<file path="src/rtl/fan_ramp_pkg.sv">
// Purpose: Shared constants and types for the fan ramp and floor duty block.
// Assumes: One 250 MHz clock; byte-wide register port as the unit's serial interface presents it.
// Notes:   Register offsets, field positions, reset values and ramp timing live here.
`default_nettype none
package fan_ramp_pkg;

	localparam logic [7:0] RAMP_CTRL_ADDR    = 8'h63;
	localparam logic [7:0] FLOOR_CH1_ADDR    = 8'h64;
	localparam logic [7:0] FLOOR_CH2_ADDR    = 8'h65;
	localparam logic [7:0] FLOOR_CH3_ADDR    = 8'h66;
	localparam logic [7:0] RAMP_CTRL_RESET   = 8'h00;
	localparam logic [7:0] FLOOR_DUTY_RESET  = 8'h80;
	localparam int         RATE_CH3_LSB      = 0;
	localparam int         SMOOTH_CH3_BIT    = 3;
	localparam int         RATE_CH2_LSB      = 4;
	localparam int         SMOOTH_CH2_BIT    = 7;
	localparam int         RATE_WIDTH        = 3;
	localparam int         NUM_CH            = 3;

	// Full 0 to 255 sweep at increment 1 takes 37.5 s, so one time slot is 37.5 s / 255.
	localparam longint     SWEEP_SLOWEST_US  = 37500000;
	localparam longint     CLK_MHZ           = 250;
	localparam longint     SLOT_CYCLES       = (SWEEP_SLOWEST_US * CLK_MHZ) / 255;

	typedef struct packed {
		logic       wr;
		logic [7:0] addr;
		logic [7:0] wdata;
	} reg_req_t;

	typedef struct packed {
		logic [NUM_CH-1:0]   auto_mode_floor;
		logic [NUM_CH-1:0]   below_hyst;
		logic [NUM_CH-1:0]   above_start;
	} temp_state_t;

	// Duty step per slot for each ramp code.
	function automatic logic [7:0] ramp_step(input logic [2:0] code);
		case (code)
			3'h0:    ramp_step = 8'h01;
			3'h1:    ramp_step = 8'h02;
			3'h2:    ramp_step = 8'h03;
			3'h3:    ramp_step = 8'h04;
			3'h4:    ramp_step = 8'h08;
			3'h5:    ramp_step = 8'h0C;
			3'h6:    ramp_step = 8'h18;
			default: ramp_step = 8'h30;
		endcase
	endfunction

endpackage
`default_nettype wire

</file>
<file path="src/rtl/fan_ramp_floor.sv">
// Purpose: Ramp-rate and floor-duty configuration with per-channel duty smoothing.
// Assumes: The register port and control inputs are synchronous to CLK.
// Notes:   Channel 1 never smooths here; its ramp settings belong to another register.
//
// Overview of operation
// - Bits 2:0 of the ramp control register set the largest duty step of output three.
// - Ramp codes 0 to 7 give steps of 1, 2, 3, 4, 8, 12, 24 and 48 per time slot.
// - Bit 3 turns smoothing on for output three, and when clear that output takes its goal at the next PERIOD_START.
// - Bits 6:4 set the largest duty step of output two with the same code table.
// - Bit 7 turns smoothing on for output two.
// - In automatic mode writes to the ramp register and the three floor registers are ignored.
// - Three byte registers at floor_duty_ch1 to floor_duty_ch3 hold the floor duty of outputs one to three.
// - Floor duty is linear, 0x00 off through 0xFF full speed.
// - The ramp control register resets to 0x00.
// - Below threshold minus hysteresis in automatic mode a hold bit picks 0% or the floor duty.
// - In automatic mode above the start threshold a fan runs at least at its floor duty and rises from there.
`timescale 1ns/1ps
`default_nettype none
module fan_ramp_floor
	import fan_ramp_pkg::*;
#(
	parameter longint SLOT_LEN = SLOT_CYCLES
)(
	// Clock and reset.
	input  wire logic              CLK,
	input  wire logic              RST_B,
	// Register port.
	input  wire reg_req_t          REG_REQ,
	output logic [7:0]             REG_RDATA,
	// Control loop interface.
	input  wire logic              AUTO_MODE,
	input  wire logic              PERIOD_START,
	input  wire logic [NUM_CH-1:0] BELOW_HOLD,
	input  wire temp_state_t       TEMP_STATE,
	input  wire logic [7:0]        TARGET_CH1,
	input  wire logic [7:0]        TARGET_CH2,
	input  wire logic [7:0]        TARGET_CH3,
	// Duty outputs.
	output logic [7:0]             DUTY_CH1,
	output logic [7:0]             DUTY_CH2,
	output logic [7:0]             DUTY_CH3
);

	initial begin
		if (SLOT_LEN < 1 || SLOT_LEN > 64'h00000000FFFFFFFF)
			$error("SLOT_LEN out of range");
	end

	////////////////////////////////////////////////////////////////////////////////
	logic [7:0]  ramp_ctrl_reg;
	logic [7:0]  ramp_ctrl_next;
	logic [7:0]  floor_reg [NUM_CH];
	logic [7:0]  floor_next [NUM_CH];
	logic [31:0] slot_cnt_reg;
	logic [31:0] slot_cnt_next;
	logic        slot_tick;
	logic [7:0]  duty_reg [NUM_CH];
	logic [7:0]  duty_next [NUM_CH];
	logic [7:0]  target [NUM_CH];
	logic [7:0]  goal [NUM_CH];
	logic [NUM_CH-1:0] smooth_on;
	logic [2:0]  rate_code [NUM_CH];
	logic        wr_ok;

	// Writes are dropped rather than stalled, since the host cannot be held off.
	assign wr_ok = REG_REQ.wr && !AUTO_MODE;

	always_comb begin
		ramp_ctrl_next = ramp_ctrl_reg;
		for (int i = 0; i < NUM_CH; i++)
			floor_next[i] = floor_reg[i];
		if (wr_ok) begin
			case (REG_REQ.addr)
				RAMP_CTRL_ADDR: ramp_ctrl_next = REG_REQ.wdata;
				FLOOR_CH1_ADDR: floor_next[0] = REG_REQ.wdata;
				FLOOR_CH2_ADDR: floor_next[1] = REG_REQ.wdata;
				FLOOR_CH3_ADDR: floor_next[2] = REG_REQ.wdata;
				default: ;
			endcase
		end
	end

	always_ff @(posedge CLK or negedge RST_B) begin
		if (!RST_B) begin
			ramp_ctrl_reg <= RAMP_CTRL_RESET;
			for (int i = 0; i < NUM_CH; i++)
				floor_reg[i] <= FLOOR_DUTY_RESET;
		end else begin
			ramp_ctrl_reg <= ramp_ctrl_next;
			for (int i = 0; i < NUM_CH; i++)
				floor_reg[i] <= floor_next[i];
		end
	end

	always_comb begin
		case (REG_REQ.addr)
			RAMP_CTRL_ADDR: REG_RDATA = ramp_ctrl_reg;
			FLOOR_CH1_ADDR: REG_RDATA = floor_reg[0];
			FLOOR_CH2_ADDR: REG_RDATA = floor_reg[1];
			FLOOR_CH3_ADDR: REG_RDATA = floor_reg[2];
			default:        REG_RDATA = 8'h00;
		endcase
	end

	////////////////////////////////////////////////////////////////////////////////
	assign slot_tick = (slot_cnt_reg == 32'(SLOT_LEN - 1));

	always_comb begin
		slot_cnt_next = slot_tick ? 32'h00000000 : slot_cnt_reg + 32'h00000001;
	end

	always_ff @(posedge CLK or negedge RST_B) begin
		if (!RST_B)
			slot_cnt_reg <= 32'h00000000;
		else
			slot_cnt_reg <= slot_cnt_next;
	end

	////////////////////////////////////////////////////////////////////////////////
	assign target[0]    = TARGET_CH1;
	assign target[1]    = TARGET_CH2;
	assign target[2]    = TARGET_CH3;
	assign smooth_on[0] = 1'b0;
	assign smooth_on[1] = ramp_ctrl_reg[SMOOTH_CH2_BIT];
	assign smooth_on[2] = ramp_ctrl_reg[SMOOTH_CH3_BIT];
	assign rate_code[0] = 3'h0;
	assign rate_code[1] = ramp_ctrl_reg[RATE_CH2_LSB +: RATE_WIDTH];
	assign rate_code[2] = ramp_ctrl_reg[RATE_CH3_LSB +: RATE_WIDTH];

	generate
		for (genvar c = 0; c < NUM_CH; c++) begin : g_ch
			logic [7:0] step;
			logic [8:0] up_sum;
			assign step   = ramp_step(rate_code[c]);
			assign up_sum = {1'b0, duty_reg[c]} + {1'b0, step};

			// The floor is a lower clamp only above the start threshold in automatic mode; duty code maps linearly to duty.
			always_comb begin
				goal[c] = target[c];
				if (AUTO_MODE) begin
					if (TEMP_STATE.below_hyst[c])
						goal[c] = BELOW_HOLD[c] ? floor_reg[c] : 8'h00;
					else if (TEMP_STATE.above_start[c] && target[c] < floor_reg[c])
						goal[c] = floor_reg[c];
				end
			end

			always_comb begin
				duty_next[c] = duty_reg[c];
				if (!smooth_on[c]) begin
					if (PERIOD_START)
						duty_next[c] = goal[c];
				end else if (slot_tick) begin
					if (goal[c] > duty_reg[c])
						duty_next[c] = (up_sum > {1'b0, goal[c]}) ? goal[c] : up_sum[7:0];
					else if (goal[c] < duty_reg[c])
						duty_next[c] = (duty_reg[c] - goal[c] < step) ? goal[c]
							: duty_reg[c] - step;
				end
			end

			always_ff @(posedge CLK or negedge RST_B) begin
				if (!RST_B)
					duty_reg[c] <= 8'h00;
				else
					duty_reg[c] <= duty_next[c];
			end
		end
	endgenerate

	assign DUTY_CH1 = duty_reg[0];
	assign DUTY_CH2 = duty_reg[1];
	assign DUTY_CH3 = duty_reg[2];

endmodule
`default_nettype wire

</file>
<file path="config.mk">
export PLATFORM = sky130hd
export DESIGN_NAME = fan_ramp_floor
export DESIGN_NICKNAME = d
export VERILOG_FILES = /design/src/rtl/fan_ramp_pkg.sv /design/src/rtl/fan_ramp_floor.sv
export SDC_FILE = /design/constraint.sdc
export NUM_CORES = 1
export LEC_CHECK = 0
export ABC_AREA = 1
export CAP_MARGIN = 25
export CORE_MARGIN = 2
export CORE_UTILIZATION = 65
export CTS_CLUSTER_DIAMETER = 200
export CTS_CLUSTER_SIZE = 10
export DETAILED_ROUTE_END_ITERATION = 7
export DONT_BUFFER_PORTS = 1
export PLACE_DENSITY = 0.79
export SYNTH_ARGS = -nofsm -noshare
export SYNTH_HDL_FRONTEND = slang
export SYNTH_SLANG_ARGS = --single-unit
</file>
<file path="constraint.sdc">
create_clock -name CLK -period 9.3 [get_ports CLK]
set_clock_uncertainty 0.15 [all_clocks]
set_input_delay 1.86 -clock CLK [delete_from_list [all_inputs] [get_ports CLK]]
set_output_delay 1.86 -clock CLK [all_outputs]
set_load 0.02 [all_outputs]
</file>
# == Word level (Yosys, flattened, before mapping) ==
# Cells that the tools add are included.
# totals
register_bits,88
input_bits,57
elab_cells,92
# op_classes
addsub,7
magnitude_cmp,11
eq_ne,21
muxes,30
n_reduce_logical,15
# ops
operator,count
$mux 8,26
$pmux 6 s7,2
$lt 8x8->1,7
$add 32x1->32 const B,1
$eq 32x26->1 const B,1
$eq 8x7->1 const B,4
$mux 32,1
$pmux 8 s4,1
$sub 8x8->8,4
$add 8x8->9,2
$eq 3x3->1 const B,6
$gt 9x8->1,2
$gt 8x8->1,2
$eq 3x2->1 const B,4
$reduce_and 2->1,4
$eq 3x1->1 const B,2
$logic_not 3->1,2
$ne 3x1->1 const B,2
$reduce_and 3->1,2
$logic_and 1x1->1,4
$ne 2x1->1 const B,2
$reduce_bool 2->1,2
$logic_not 1->1,1

# == Logic depth before layout (Yosys ltp) ==
# depth
depth_word,12
ltp_mapped,33
ltp_nobuf,33

# == Worst setup path after synthesis ==
# No wires, ideal clock.
# synth_timing
kind,input to register
start,input TARGET_CH3[7]
end,register duty_reg (netlist bit DUTY_CH3[7])
setup_ps,117
arrival_time_ps,5243
path_slack_ps,3790
path_stages,27
path_cell_list,ha_1 > nand2_1 > nand2_1 > nor2_1 > and3_2 > nand2_4 > buf_6 > o21ai_0 > a21oi_1 > o21ai_0 > o21ai_0 > ha_1 > inv_1 > o21bai_1 > a31oi_1 > xnor2_1 > ha_1 > nand2_1 > inv_1 > a311oi_1 > inv_1 > nor2_2 > nand3_1 > nand3_1 > nand2_1 > nand2_1 > nand2_1
# synth_via
elab_chain_len,12
# synth_rtl
item,line,text
from (decl),fan_ramp_floor.sv:37,"input wire logic [7:0] TARGET_CH3,"
$lt 8x8->1,fan_ramp_floor.sv:143,else if (TEMP_STATE.above_start[c] && target[c] < floor_reg[c])
$logic_and 1x1->1,fan_ramp_floor.sv:143,
$mux 8,fan_ramp_floor.sv:143,
$mux 8,fan_ramp_floor.sv:141,if (TEMP_STATE.below_hyst[c])
$mux 8 (*),fan_ramp_floor.sv:140,if (AUTO_MODE) begin
$sub 8x8->8,fan_ramp_floor.sv:157,duty_next[c] = (duty_reg[c] - goal[c] < step) ? goal[c]
$lt 8x8->1,fan_ramp_floor.sv:157,
$mux 8,fan_ramp_floor.sv:157,
$mux 8,fan_ramp_floor.sv:156,else if (goal[c] < duty_reg[c])
$mux 8,fan_ramp_floor.sv:154,if (goal[c] > duty_reg[c])
$mux 8,fan_ramp_floor.sv:153,end else if (slot_tick) begin
$mux 8,fan_ramp_floor.sv:150,if (!smooth_on[c]) begin
"to (signal, indexed assignment)",fan_ramp_floor.sv:166,duty_reg[c] <= duty_next[c];
to (decl),fan_ramp_floor.sv:57,logic [7:0] duty_reg [NUM_CH];
# Mark *: on every way between the ends. The rest lies on a longest branch, timed or not. The select of a mux whose other input is x is not followed.
# A chain may end at the register's enable or synchronous reset.

# == Worst setup path after layout ==
# layout_timing
start,input TARGET_CH3[7]
end,register duty_reg (netlist bit DUTY_CH3[0])
# Same word-level chain as after synthesis.

==> results by group <==
Yosys
  • FF+latch count, synth: 88
  • Syn Area/Cell: 6.678 µm²
  • Post-synth top area cell: dfrtp_1
  • Cell count after synthesis: 1306
  • Sequential area share after synthesis: 25.29%
  • Largest cells by area after synthesis: dfrtp_1 (24%), nand2_1 (13%), ha_1 (11%)
  • Synth Flop Type: dfrtp_1
  • Synthesized Nets: about 1400
  • Synthesis Warnings: 0
  • FFs w/ async S/R, synth: between 90% and 100%
  • Synthesized area: around 8700 µm²
  • EDFF count, synth: 0
  • Synth unique cells: 56
  • Post-synth top area share: roughly a quarter

Routing
  • Via count: 8480
  • Post-detailed-route count of antenna-violating nets: 0
  • Initial DRC count: between 600 and 700
  • Wire per inst: between 15 and 20 µm
  • 1st-pass router iterations: 5
  • Via/cell ratio: 5.734
  • Detailed Route WL: around 23000 µm
  • DR DRC count: 0

Placement
  • Post-Place Cell Area: 8871 µm²
  • Routability cong.: around 1
  • Post-DP HPWL: ~18000 µm
  • Port Buffers: 0

Layout
  • ANT cells: 0
  • Area Overhead vs Synth: 5.323%
  • Fillers: 1186
  • Nets: 1438
  • Max reg flops: 32
  • Final Cell Area: 9185 µm²
  • Share of layout cells above drive strength 1: 5.295%

Floorplanning
  • Core area: 13190 µm²
  • Height of the die: 119.8 µm
  • Initial Util: around 66%
  • IO Pins: 89
  • Die width: 119.8 µm
  • Die area: ~14000 µm²
  • Row cnt: 42

Clock network
  • Post-cts resize count: 0
  • # hold bufs at CTS: 0
  • CTS tree: yes
  • CTS sink count: between 80 and 90
  • Clk Latency, worst-skew pair: 0.35 ns
  • H-Tree Depth: 3
  • CTS clk-pin slew, worst paths: approximately 0.06 ns
  • Clk buf depth: 2
  • Number of buffers created by CTS: 9
  • Postcts setup bufs: 0
  • Root Buffer: clkbuf_16

GRT
  • Largest net degree at the start of global routing: 89
  • Initial antenna violation count: 0
  • Grt ovf: 0
  • First-pass GRT wire length: between 30000 and 40000 µm
  • Vias in the first global route: 7829
  • Total track usage: about 33%

Critical path
  • CP required: 9.39 ns
  • Crit path arrival time: 5.93 ns
  • Worst-path maximum fanout: 12
  • R2r worst-path depth: 25
  • Kind of critical path: in -> reg
  • Crit start category: primary input
  • Crit path capture type: register

Worst hold path
  • Hold path depth: 1
  • Type of the worst min-delay path: reg -> reg

STA
  • Slew HR: 25.92%
  • RSZ-0062 raised after global routing: false
  • Setup-failing EPs final: 0
  • Fin. Hold Viols: 0
  • Slew Viols, Final: 0
  • Achievable frequency: between 150 and 200 MHz
  • Final period utilization: 62.83%
  • Fin crit period: 5.843 ns
  • Final TNS setup: 0 ns
  • Tightest Pin Transition: 1.100 ns

Run status
  • Outcome: finished, final reports clean

Run
  • Max_cap viols: 0

Pwr
  • Sw Share: about 38%
  • Max VDD drop: 0.00009419 V
  • Sequential Power Share: 34.1%
  • Pwr Total: 0.001285 W
  • Pwr dens: approximately 140 nW/µm²
  • P_int: 0.0007973 W
  • P_sw: 0.0004878 W
  • Leakage Power: 4.616 nW
  • Part of the power in combinational logic: 35.3%
  • Clock power share: 30.6%
-- synth_stat cells, types with 4 or more instances --
library cell	instances
a21oi_1	78
nor2_1	107
o21bai_1	8
fa_1	4
xnor2_1	8
xor2_1	35
nand2_1	311
o31ai_1	5
buf_2	4
o2111ai_1	8
o211ai_1	12
nor4_1	6
a21boi_0	4
nand3_1	108
nand2_2	15
inv_1	201
inv_2	5
a22oi_1	12
nand2_4	7
ha_1	79
clkbuf_1	16
nand4_1	17
o21ai_0	101
dfrtp_1	85
nor3_1	20
-- stage by stage --
step / hold slack, ns / setup WS, ns / std cells / util (%)
2_1_floorplan: 0.2822 / 3.790 / 1306 / -
3_3_place_gp: 0.2997 / 3.235 / 1463 / 67.25
3_5_place_dp: 0.3082 / 3.210 / 1463 / 67.25
4_1_cts: 0.3167 / 3.556 / 1479 / 69.64
5_1_grt: 0.3406 / 3.148 / 1479 / 69.64
6_report: 0.3123 / 3.457 / 1479 / 69.64
-- cells by family after synthesis --
logic type | share of synthesized area [%]
fa+ha+maj | 12.25
flops | 25.29
buf+inv | 10.22
simple gates | 31.33
xor+xnor | 4.318
compound gates | 16.59
-- area by class of cell --
type	count	area (µm²)	area share, %
Timing Repair Buffer	5	37.54	0.4087
Tap cell	176	220.2	2.397
Inverter	207	777.0	8.459
Sequential cell	88	2206	24.02
Multi-Input combinational cell	987	5630	61.30
Clock inverter	5	81.33	0.8854
Clock buffer	11	232.7	2.534
-- power by group through the flow --
stage | logic, W | registers (W) | clock network, W
3_5_place_dp | 0.000444 | 0.000445 | 0
3_3_place_gp | 0.000435 | 0.000445 | 0
6_report | 0.000454 | 0.000438 | 0.000393
2_1_floorplan | 0.000361 | 0.000435 | 0
4_1_cts | 0.000447 | 0.000438 | 0.000397
5_1_grt | 0.000515 | 0.000441 | 0.000413
-- per-layer routing --
layer	wire [µm]	up-vias	part of all wire (%)	global-route usage (%)
met5	0	-	0	0
met4	809	0	3.5	13.53
met3	1876	57	8.1	7.747
met2	10430	298	45	51.96
met1	10050	3841	43	43.67
li1	-	4284	-	-
-- worst paths after layout --
check | to | slack (ns) | startpoint
worst max-delay path | DUTY_CH3[0] | 3.46 | TARGET_CH3[7]
worst min-delay path | slot_cnt_reg[0] | 0.31 | slot_cnt_reg[0]
worst max register to register | DUTY_CH3[0] | 4.33 | floor_reg[7]
worst min register to register | slot_cnt_reg[0] | 0.31 | slot_cnt_reg[0]
max in group asynchronous | floor_reg[15] | 7.75 | RST_B
min in group asynchronous | DUTY_CH3[2] | 1.05 | RST_B
-- worst max-delay path, cell delays in order --
cell and delay, ns:
ha_1 0.32, nand2_1 0.08, nand2_1 0.04, nor2_1 0.07, and3_2 0.26, nand2_4 0.12
nand2_1 0.08, o211ai_1 0.08, a22oi_1 0.46, ha_1 0.25, inv_1 0.05, ha_1 0.18
o21bai_4 0.20, a21oi_4 0.20, xor2_1 0.16, ha_1 0.25, a311oi_1 0.43, inv_1 0.10
nor2_2 0.32, nand3_1 0.12, nand3_1 0.10, nand2_1 0.06, nand2_1 0.08, nand2_1 0.05
-- placed cells by master, fill, tap and decap left out, types with 5 or more instances in the layout --
master,instances
nand2_1,311
inv_1,201
nand3_1,108
nor2_1,107
o21ai_0,101
dfrtp_1,85
ha_1,79
a21oi_1,78
xor2_1,35
nor3_1,20
nand4_1,17
nand2_2,15
o211ai_1,12
a22oi_1,12
clkbuf_16,9
o21bai_1,8
xnor2_1,8
o2111ai_1,8
nand2_4,7
inv_2,5
nor4_1,5
o31ai_1,5
buf_4,5
Power figures use the tool's default switching activity.
